`src/usc_map.vh`:
```
// register map, field positions and reset values of the serial control block
`ifndef USC_MAP_VH
`define USC_MAP_VH
`define USC_OFF_CTRL 8'h98
`define USC_OFF_SLAVE_ADDRESS 8'hA9
`define USC_OFF_SMASK 8'hB9
`define USC_OFF_FACC 8'hC0
`define USC_OFF_IRQ_STAT 8'hC4
`define USC_OFF_IRQ_EN 8'hC8
`define USC_OFF_IRQ_CLR 8'hCC
`define USC_OFF_RXDATA 8'hD0
`define USC_BIT_TOP 7
`define USC_BIT_MODE_LO 6
`define USC_BIT_MP 5
`define USC_BIT_REN 4
`define USC_BIT_TB8 3
`define USC_BIT_RB8 2
`define USC_BIT_TI 1
`define USC_BIT_RI 0
`define USC_RST_CTRL 8'h00
`define USC_RST_SLAVE_ADDRESS 8'h00
`define USC_RST_SMASK 8'h00
`define USC_IRQ_W 3
`endif

```
`src/usc_addr_match.v`:
```
// automatic address recognition: given and broadcast address compare
`timescale 1ns/1ps
`default_nettype none
module usc_addr_match (
  // address registers
  input wire [7:0] slave_address,
  input wire [7:0] slave_address_mask,
  // received byte
  input wire [7:0] rx_byte,
  // result
  output wire match
);
  wire [7:0] bcast;
  wire given_hit;
  wire bcast_hit;
  // zero bits of the broadcast are don't-care
  assign bcast = slave_address | slave_address_mask;
  assign given_hit = ((rx_byte ^ slave_address) & slave_address_mask) == 8'h00;
  assign bcast_hit = ((rx_byte ^ bcast) & bcast) == 8'h00;
  // both registers zero: every bit don't-care, any address accepted
  assign match = given_hit | bcast_hit;
endmodule
`default_nettype wire

```
`src/usc_rx_frame.v`:
```
// receive frame capture: ninth bit, stop bit check and event pulses
`timescale 1ns/1ps
`default_nettype none
module usc_rx_frame (
  // clock and reset
  input wire clk,
  input wire resetn,
  // frame from the shift engine
  input wire rx_done,
  input wire [7:0] rx_byte,
  input wire rx_bit9,
  input wire rx_stop,
  // configuration
  input wire [1:0] mode,
  input wire multiproc_enable,
  input wire addr_match,
  // results, registered
  output reg rx_accept_q,
  output reg rx_bad_stop_q,
  output reg rx_load9_q,
  output reg rx_val9_q,
  output reg [7:0] rx_data_q
);
  reg accept_d;
  reg load9_d;
  reg val9_d;
  always @* begin
    accept_d = 1'b1;
    load9_d = 1'b0;
    val9_d = 1'b0;
    case (mode)
      2'b00: begin
        // shift register mode keeps the ninth bit flag untouched
        load9_d = 1'b0;
      end
      2'b01: begin
        if (!multiproc_enable) begin
          load9_d = 1'b1;
          val9_d = rx_stop;
        end else begin
          accept_d = rx_stop;
        end
      end
      2'b10, 2'b11: begin
        load9_d = 1'b1;
        val9_d = rx_bit9;
        if (multiproc_enable) begin
          accept_d = rx_bit9 & addr_match;
        end
      end
      default: begin
        load9_d = 1'b0;
      end
    endcase
  end
  always @(posedge clk) begin
    if (!resetn) begin
      rx_accept_q <= 1'b0;
      rx_bad_stop_q <= 1'b0;
      rx_load9_q <= 1'b0;
      rx_val9_q <= 1'b0;
      rx_data_q <= 8'h00;
    end else begin
      rx_accept_q <= rx_done & accept_d;
      // stop checking only exists in the asynchronous modes
      rx_bad_stop_q <= rx_done & ~rx_stop & (mode != 2'b00);
      rx_load9_q <= rx_done & accept_d & load9_d;
      rx_val9_q <= val9_d;
      if (rx_done & accept_d) begin
        rx_data_q <= rx_byte;
      end
    end
  end
endmodule
`default_nettype wire

```
`src/usc_serial_ctrl.v`:
```
// serial port control/status registers with an AHB-Lite slave and interrupt
`include "usc_map.vh"
`timescale 1ns/1ps
`default_nettype none
module usc_serial_ctrl (
  // clock and reset
  input wire clk,
  input wire resetn,
  // ahb-lite slave
  input wire hsel,
  // byte address: a register's index from the map times four, one word each
  input wire [9:0] haddr,
  input wire [1:0] htrans,
  input wire hwrite,
  input wire [2:0] hsize,
  input wire hready,
  input wire [31:0] hwdata,
  output reg [31:0] hrdata,
  output wire hreadyout,
  output wire hresp,
  // shift engine: transmit side
  input wire tx_bit8_end,
  input wire tx_stop_start,
  output wire tx_ninth_bit_out,
  // shift engine: receive side
  input wire rx_last_data,
  input wire rx_done,
  input wire [7:0] rx_byte,
  input wire rx_bit9,
  input wire rx_stop,
  // mode outputs
  output wire [1:0] serial_mode,
  output wire rx_enable,
  output wire framing_detect,
  // interrupt
  output wire irq
);
  // control register fields
  reg framing_error_flag_q;
  reg mode_select_hi_q;
  reg mode_select_lo_q;
  reg multiproc_enable_q;
  reg rx_en_q;
  reg tx_ninth_bit_q;
  reg rx_ninth_bit_q;
  reg tx_irq_flag_q;
  reg rx_irq_flag_q;
  reg [7:0] slave_address_q;
  reg [7:0] slave_address_mask_q;
  reg framing_access_select_q;
  reg [`USC_IRQ_W-1:0] irq_stat_q;
  reg [`USC_IRQ_W-1:0] irq_en_q;
  // bus pipeline
  reg wr_pend_q;
  reg [7:0] wr_addr_q;
  reg rx_last_q;
  wire addr_phase;
  wire [7:0] ctrl_rd;
  wire [7:0] wdata;
  wire wr_ctrl;
  wire wr_slave_address;
  wire wr_smask;
  wire wr_facc;
  wire wr_ien;
  wire wr_iclr;
  wire [1:0] mode;
  wire addr_match;
  wire rx_accept;
  wire rx_bad_stop;
  wire rx_load9;
  wire rx_val9;
  wire [7:0] rx_data;
  wire tx_set;
  wire rx_set;
  wire [`USC_IRQ_W-1:0] irq_events;
  reg [31:0] rd_d;

  assign addr_phase = hsel & hready & htrans[1];
  assign hreadyout = 1'b1;
  assign hresp = 1'b0;
  assign wdata = hwdata[7:0];
  // each writable register has its own write strobe; a control write loads all bits at once, the top one
  // into the framing flag or mode hi by the access select; the slave address only ever takes a whole byte
  assign wr_ctrl = wr_pend_q & (wr_addr_q == `USC_OFF_CTRL);
  assign wr_slave_address = wr_pend_q & (wr_addr_q == `USC_OFF_SLAVE_ADDRESS);
  assign wr_smask = wr_pend_q & (wr_addr_q == `USC_OFF_SMASK);
  assign wr_facc = wr_pend_q & (wr_addr_q == `USC_OFF_FACC);
  assign wr_ien = wr_pend_q & (wr_addr_q == `USC_OFF_IRQ_EN);
  assign wr_iclr = wr_pend_q & (wr_addr_q == `USC_OFF_IRQ_CLR);

  // mode decode: 00 shift, 01 8-bit var, 10 9-bit fixed, 11 9-bit var
  assign mode = {mode_select_hi_q, mode_select_lo_q};
  assign serial_mode = mode;
  assign rx_enable = rx_en_q;
  assign framing_detect = framing_access_select_q;
  // ninth data bit goes out in modes 2 and 3 only
  assign tx_ninth_bit_out = mode[1] & tx_ninth_bit_q;

  usc_addr_match u_match (
    .slave_address(slave_address_q),
    .slave_address_mask(slave_address_mask_q),
    .rx_byte(rx_byte),
    .match(addr_match)
  );

  // frames are ignored while reception is disabled
  usc_rx_frame u_rx (
    .clk(clk),
    .resetn(resetn),
    .rx_done(rx_done & rx_en_q),
    .rx_byte(rx_byte),
    .rx_bit9(rx_bit9),
    .rx_stop(rx_stop),
    .mode(mode),
    .multiproc_enable(multiproc_enable_q),
    .addr_match(addr_match),
    .rx_accept_q(rx_accept),
    .rx_bad_stop_q(rx_bad_stop),
    .rx_load9_q(rx_load9),
    .rx_val9_q(rx_val9),
    .rx_data_q(rx_data)
  );

  // tx flag events per mode
  assign tx_set = (mode == 2'b00) ? tx_bit8_end : tx_stop_start;
  // with framing detection, and in shift mode, the rx flag sets on the accept pulse;
  // otherwise it sets one cycle later, from the accept pulse registered once
  assign rx_set = (framing_access_select_q | (mode == 2'b00)) ? rx_accept : rx_last_q;
  assign irq_events = {rx_bad_stop, rx_set, tx_set};

  // top bit shows framing flag or mode hi by the access select
  assign ctrl_rd = {framing_access_select_q ? framing_error_flag_q : mode_select_hi_q,
    mode_select_lo_q, multiproc_enable_q, rx_en_q, tx_ninth_bit_q,
    rx_ninth_bit_q, tx_irq_flag_q, rx_irq_flag_q};

  always @(posedge clk) begin
    if (!resetn) begin
      wr_pend_q <= 1'b0;
      wr_addr_q <= 8'h00;
      rx_last_q <= 1'b0;
    end else begin
      wr_pend_q <= addr_phase & hwrite;
      if (addr_phase) begin
        wr_addr_q <= haddr[9:2];
      end
      // accept pulse delayed by one cycle, used as the non-framing rx flag event
      rx_last_q <= rx_accept;
    end
  end

  always @(posedge clk) begin
    if (!resetn) begin
      framing_error_flag_q <= 1'b0;
      mode_select_hi_q <= 1'b0;
      mode_select_lo_q <= 1'b0;
      multiproc_enable_q <= 1'b0;
      rx_en_q <= 1'b0;
      tx_ninth_bit_q <= 1'b0;
      rx_ninth_bit_q <= 1'b0;
      tx_irq_flag_q <= 1'b0;
      rx_irq_flag_q <= 1'b0;
      slave_address_q <= `USC_RST_SLAVE_ADDRESS;
      slave_address_mask_q <= `USC_RST_SMASK;
      framing_access_select_q <= 1'b0;
    end else begin
      if (wr_ctrl) begin
        if (framing_access_select_q) begin
          framing_error_flag_q <= wdata[`USC_BIT_TOP];
        end else begin
          mode_select_hi_q <= wdata[`USC_BIT_TOP];
        end
        mode_select_lo_q <= wdata[`USC_BIT_MODE_LO];
        multiproc_enable_q <= wdata[`USC_BIT_MP];
        rx_en_q <= wdata[`USC_BIT_REN];
        tx_ninth_bit_q <= wdata[`USC_BIT_TB8];
        rx_ninth_bit_q <= wdata[`USC_BIT_RB8];
        tx_irq_flag_q <= wdata[`USC_BIT_TI];
        rx_irq_flag_q <= wdata[`USC_BIT_RI];
      end
      // hardware sets win over a software write in the same cycle
      if (rx_bad_stop) begin
        framing_error_flag_q <= 1'b1;
      end
      if (rx_load9) begin
        rx_ninth_bit_q <= rx_val9;
      end
      if (tx_set) begin
        tx_irq_flag_q <= 1'b1;
      end
      if (rx_set) begin
        rx_irq_flag_q <= 1'b1;
      end
      if (wr_slave_address) begin
        slave_address_q <= wdata;
      end
      if (wr_smask) begin
        slave_address_mask_q <= wdata;
      end
      if (wr_facc) begin
        framing_access_select_q <= wdata[0];
      end
    end
  end

  // sticky interrupt status: set beats clear
  genvar gi;
  generate
    for (gi = 0; gi < `USC_IRQ_W; gi = gi + 1) begin : g_irq
      always @(posedge clk) begin
        if (!resetn) begin
          irq_stat_q[gi] <= 1'b0;
        end else if (irq_events[gi]) begin
          irq_stat_q[gi] <= 1'b1;
        end else if (wr_iclr & wdata[gi]) begin
          irq_stat_q[gi] <= 1'b0;
        end
      end
    end
  endgenerate

  always @(posedge clk) begin
    if (!resetn) begin
      irq_en_q <= {`USC_IRQ_W{1'b0}};
    end else if (wr_ien) begin
      irq_en_q <= wdata[`USC_IRQ_W-1:0];
    end
  end

  assign irq = |(irq_stat_q & irq_en_q);

  // read data registered in the address phase, valid in the data phase
  always @* begin
    rd_d = 32'h00000000;
    case (haddr[9:2])
      `USC_OFF_CTRL: rd_d = {24'h000000, ctrl_rd};
      `USC_OFF_SLAVE_ADDRESS: rd_d = {24'h000000, slave_address_q};
      `USC_OFF_SMASK: rd_d = {24'h000000, slave_address_mask_q};
      `USC_OFF_FACC: rd_d = {31'h00000000, framing_access_select_q};
      `USC_OFF_IRQ_STAT: rd_d = {29'h00000000, irq_stat_q};
      `USC_OFF_IRQ_EN: rd_d = {29'h00000000, irq_en_q};
      `USC_OFF_RXDATA: rd_d = {24'h000000, rx_data};
      default: rd_d = 32'h00000000;
    endcase
  end

  always @(posedge clk) begin
    if (!resetn) begin
      hrdata <= 32'h00000000;
    end else if (addr_phase & ~hwrite) begin
      hrdata <= rd_d;
    end
  end
endmodule
`default_nettype wire

```
`config.mk`:
```
export PLATFORM = sky130hd
export DESIGN_NAME = usc_serial_ctrl
export DESIGN_NICKNAME = d
export VERILOG_FILES = /design/src/usc_addr_match.v /design/src/usc_rx_frame.v /design/src/usc_serial_ctrl.v
export VERILOG_INCLUDE_DIRS = /design/src
export SDC_FILE = /design/constraint.sdc
export NUM_CORES = 1
export LEC_CHECK = 0
export BUFFER_PORTS_ARGS = -buffer_cell sky130_fd_sc_hd__buf_2
export CAP_MARGIN = 20
export CORE_MARGIN = 2
export CORE_UTILIZATION = 46
export CTS_CLUSTER_DIAMETER = 50
export DETAILED_ROUTE_END_ITERATION = 16
export PLACE_DENSITY = 0.76
export SYNTH_ARGS = -nofsm -noshare
export SYNTH_HDL_FRONTEND = slang
export SYNTH_SLANG_ARGS = --single-unit
```
`constraint.sdc`:
```
create_clock -name clk -period 1.8 [get_ports clk]
set_input_delay 0.09 -clock clk [delete_from_list [all_inputs] [get_ports clk]]
set_output_delay 0.09 -clock clk [all_outputs]
set_load 0.03 [all_outputs]
```
==> summary.md <==
| Metric | Value |
|---|---|
| Status | `finished with violations` |
| Failing checks | `negative setup slack` |
| YS warnings | `0` |
| Pwr Total | `2.893 mW` |
| Final setup violation count | `9` |
| Drt pass-1 iters | `4` |
| Slew HR | `67.04%` |
| Worst EP arrival | `~2.1 ns` |
| Vias per cell | `between 5 and 6` |
| Comb pwr share | `under 10%` |
| Cell Rows | `30` |
| Top post-synthesis cells by area | `dfxtp_1 (38%), mux2i_1 (13%), buf_4 (6.4%)` |
| Slew @ Worst Pin | `0.4875 ns` |
| Largest net degree at the start of global routing | `58` |
| WL/cell | `approximately 15 microns` |
| R2r setup slk | `-0.11 ns` |
| Final instance area | `~4000 sq um` |
| Avg Inst Size Synth | `roughly 9 sq um` |
| Async SR Flop Fraction | `0%` |
| Die height | `a little under 90 microns` |
| Initial DRC count | `approximately 180` |
| Die width | `88.61 microns` |
| Clock power frac | `43.0%` |
| FF-to-FF End | `framing_error_flag_q` |
| Peak supply drop | `around 0.00044 V` |
| DP Area | `3617 sq um` |
| Worst path slowest cell | `or4b_4` |
| Fill count | `600` |
| PwrDens | `around 740 nW/um^2` |
| Cell taking the most area after synthesis | `dfxtp_1` |
| Cell family with most CP delay | `simple AND/OR/NAND/NOR gates` |
| Crit-path max cell delay | `around 0.53 ns` |
| DR vias | `2723` |
| Leakage | `between 1.5 and 2 nW` |
| Reg2reg start | `wr_addr_q[2]` |
| Top FF cell, synth | `dfxtp_1` |
| Cells after Synth | `roughly 370` |
| Sequential-to-total area share from yosys stat | `~38%` |
| Reg2Reg Depth | `5` |
| First-pass GRT wire length | `around 12000 microns` |
| Clock root cell | `clkbuf_8` |
| Share of cells above drive strength 1 | `25.81%` |
| Starting density of the core | `a little under half` |
| Fin worst setup slack | `-0.1072 ns` |
| Util after Layout | `a little under three fifths` |
| Register bit total from synthesis | `62` |
| DRC violations left | `0` |
| Post-synth top area share | `approximately 38%` |
| Final period utilization | `106.0%` |
| Worst hold path class | `input port to flip-flop` |
| Clk_lat worst skew | `0.34 ns` |
| P&R area growth vs syn | `19.11%` |
| Antenna diodes | `0` |
| Critical Path RT | `2.03 ns` |
| Crit path to | `framing_error_flag_q` |
| Crit path max fanout | `2` |
| Unrepaired setup endpoints after global routing | `true` |
| DP Worst Slack | `-0.08916 ns` |
| Final slew viol count | `0` |
| Total gr overflow | `0` |
| CTS Buffer Depth | `2` |
| I/O Pins | `~110` |
| Core area | `around 6900 sq um` |
| CP startpoint kind | `flip-flop` |
| Max Clk Rate | `between 500 and 600 MHz` |
| DP HPWL | `between 5000 and 6000 microns` |
| Initial antenna violation count | `0` |
| CTS tree | `built` |
| Switching power share of the total | `24.97%` |
| Min-delay src | `hwrite` |
| Worst setup path class | `flip-flop to flip-flop` |
| Via count of the first global-routing pass | `2603` |
| Post-Layout Cell Count | `between 500 and 600` |
| Port Buffer Count | `48` |
| Internal | `2.171 mW` |
| Final Hold Fails | `0` |
| Critical Path Source | `wr_addr_q[2]` |
| Max_cap viols | `0` |
| DRT antenna net count | `0` |
| Synth Cell Area | `~3300 sq um` |
| Crit end category | `flip-flop` |
| Crit path buf inv count | `0` |
| DIE AREA | `between 7000 and 8000 sq um` |
| Gpl congestion | `slightly above 0.8` |
| Clk slew on worst S/H paths | `roughly 0.07 ns` |
| Distinct cells, synth | `56` |
| Post-synth EDFFs | `0` |
| GRT Util Overall | `slightly above 20%` |
| NumNets Final | `495` |
| P_sw | `roughly 0.72 mW` |
| Minimum clock period | `1.907 ns` |
| Clock sinks | `62` |
| Total Wirelength | `a little under 8000 microns` |
| Worst Skew | `0.005295 ns` |
| Register share of total power | `a little under half` |
| Dpl cells | `509` |
| Critical path depth | `5` |
| Cell breakdown of the critical path | `or3b_4, or4b_4, nor2_4, mux2_4, o21a_1` |
| CTS H-tree depth | `3` |
| TritonCTS buffer count | `9` |
==> logic make-up (layout without fill, tap and decap cells) <==
| family | count (synthesis) | in the layout | share of synthesized area, % |
|---|---|---|---|
| and+or+nand+nor | 130 | 130 | 21.39 |
| other | 2 | 26 | 0.2280 |
| AOI/OAI and AO/OA | 68 | 68 | 14.51 |
| buffers and inverters | 50 | 93 | 9.612 |
| adders and majority gates | 1 | 1 | 0.3040 |
| xor gates and xnor gates | 8 | 8 | 2.128 |
| muxes | 46 | 46 | 14.13 |
| DFF | 62 | 62 | 37.69 |
==> layer usage <==
layer	vias to the layer above	wire [microns]	global-route usage [%]	share of wire (%)
met1	1290	3561	26.46	46
met4	0	98	6.061	1.3
met5	-	0	0	0
met3	11	370	5.690	4.8
li1	1344	-	-	-
met2	78	3664	32.60	48
==> cell usage in the layout, fill, tap and decap left out, types with 3 or more instances in the layout <==
master,instances
a22oi_1,15
o21bai_1,3
buf_2,48
nand3_1,3
mux2i_1,42
o21ai_1,9
nor3_1,3
o32ai_1,3
inv_1,5
mux2_2,3
nor2b_1,31
xor2_1,8
a21boi_0,10
nand3b_1,4
nor2_1,11
nand2_1,49
dfxtp_1,56
buf_4,18
o21ai_0,7
nor2_4,3
conb_1,26
a21oi_1,6
clkinv_2,3
dfxtp_2,6
nor2_2,3
and2_1,4
clkbuf_8,11
==> worst min path at each step <==
| stage | slack [ns] | endpoint | depth (start not counted) |
|---|---|---|---|
| finish | 0.02 | wr_pend_q | 2 |
| global route | 0.0009 | wr_pend_q | 2 |
| CTS | 0.002 | wr_pend_q | 2 |
| detailed placement | 0.29 | u_rx.rx_bad_stop_q | 2 |
| global placement | 0.29 | u_rx.rx_bad_stop_q | 2 |
| floorplan | 0.17 | u_rx.rx_bad_stop_q | 1 |
==> synthesized netlist by cell type, drive strengths merged, types with 2 or more instances <==
cell type  instances
a21boi            13
a21oi              8
a22oi             15
and2               4
and3               2
buf               34
clkbuf            11
conb               2
dfxtp             62
inv                5
mux2               4
mux2i             42
nand2             49
nand2b             2
nand3              3
nand3b             4
nand4              3
nor2              17
nor2b             31
nor3               3
nor4b              4
o21ai             16
o21bai             3
o22ai              2
o32ai              3
xor2               8
==> repair_timing <==
action                     CTS  global route
pin swaps                    0             6
setup endpoints to repair   15            15
hold buffers                 1             0
buffers inserted             0             4
resized for setup            2            16
hold endpoints to repair     1             0
==> power by group through the flow <==
| stage | sequential, mW | combinational [mW] | clock, mW |
|---|---|---|---|
| 2_1_floorplan | 1.42 | 0.210 | 0 |
| 3_3_place_gp | 1.42 | 0.250 | 0 |
| 3_5_place_dp | 1.42 | 0.252 | 0 |
| 4_1_cts | 1.39 | 0.255 | 1.26 |
| 5_1_grt | 1.39 | 0.281 | 1.32 |
| 6_report | 1.39 | 0.259 | 1.25 |
==> state kept, by name, summed over array words and instances, names as in the netlist, 3 cells and up <==
name and count:
hrdata 8, slave_address_mask_q 8, slave_address_q 8, u_rx.rx_data_q 8, wr_addr_q 8, irq_en_q 3, irq_stat_q 3
==> per-stage QoR <==
stage	setup TNS (ns)	hold WS, ns
final	-0.4055	0.01644
after global routing	-1.071	0.0008845
after CTS	-0.4315	0.002223
after detailed placement	-0.4001	0.2854
after global placement	-0.1797	0.2855
after floorplan	-0.09658	0.1667
==> area by class of cell <==
| cell class | instances | area (sq um) | share of cell area (%) |
|---|---|---|---|
| clock buffers | 12 | 155.1 | 3.955 |
| flip-flops and latches | 62 | 1249 | 31.83 |
| well taps | 96 | 120.1 | 3.062 |
| inverters | 5 | 18.77 | 0.4785 |
| multi-input cells | 279 | 1872 | 47.72 |
| clock inverters | 4 | 45.04 | 1.148 |
| repair buffers | 72 | 462.9 | 11.80 |
No activity file was read; power rests on OpenSTA's default activity.
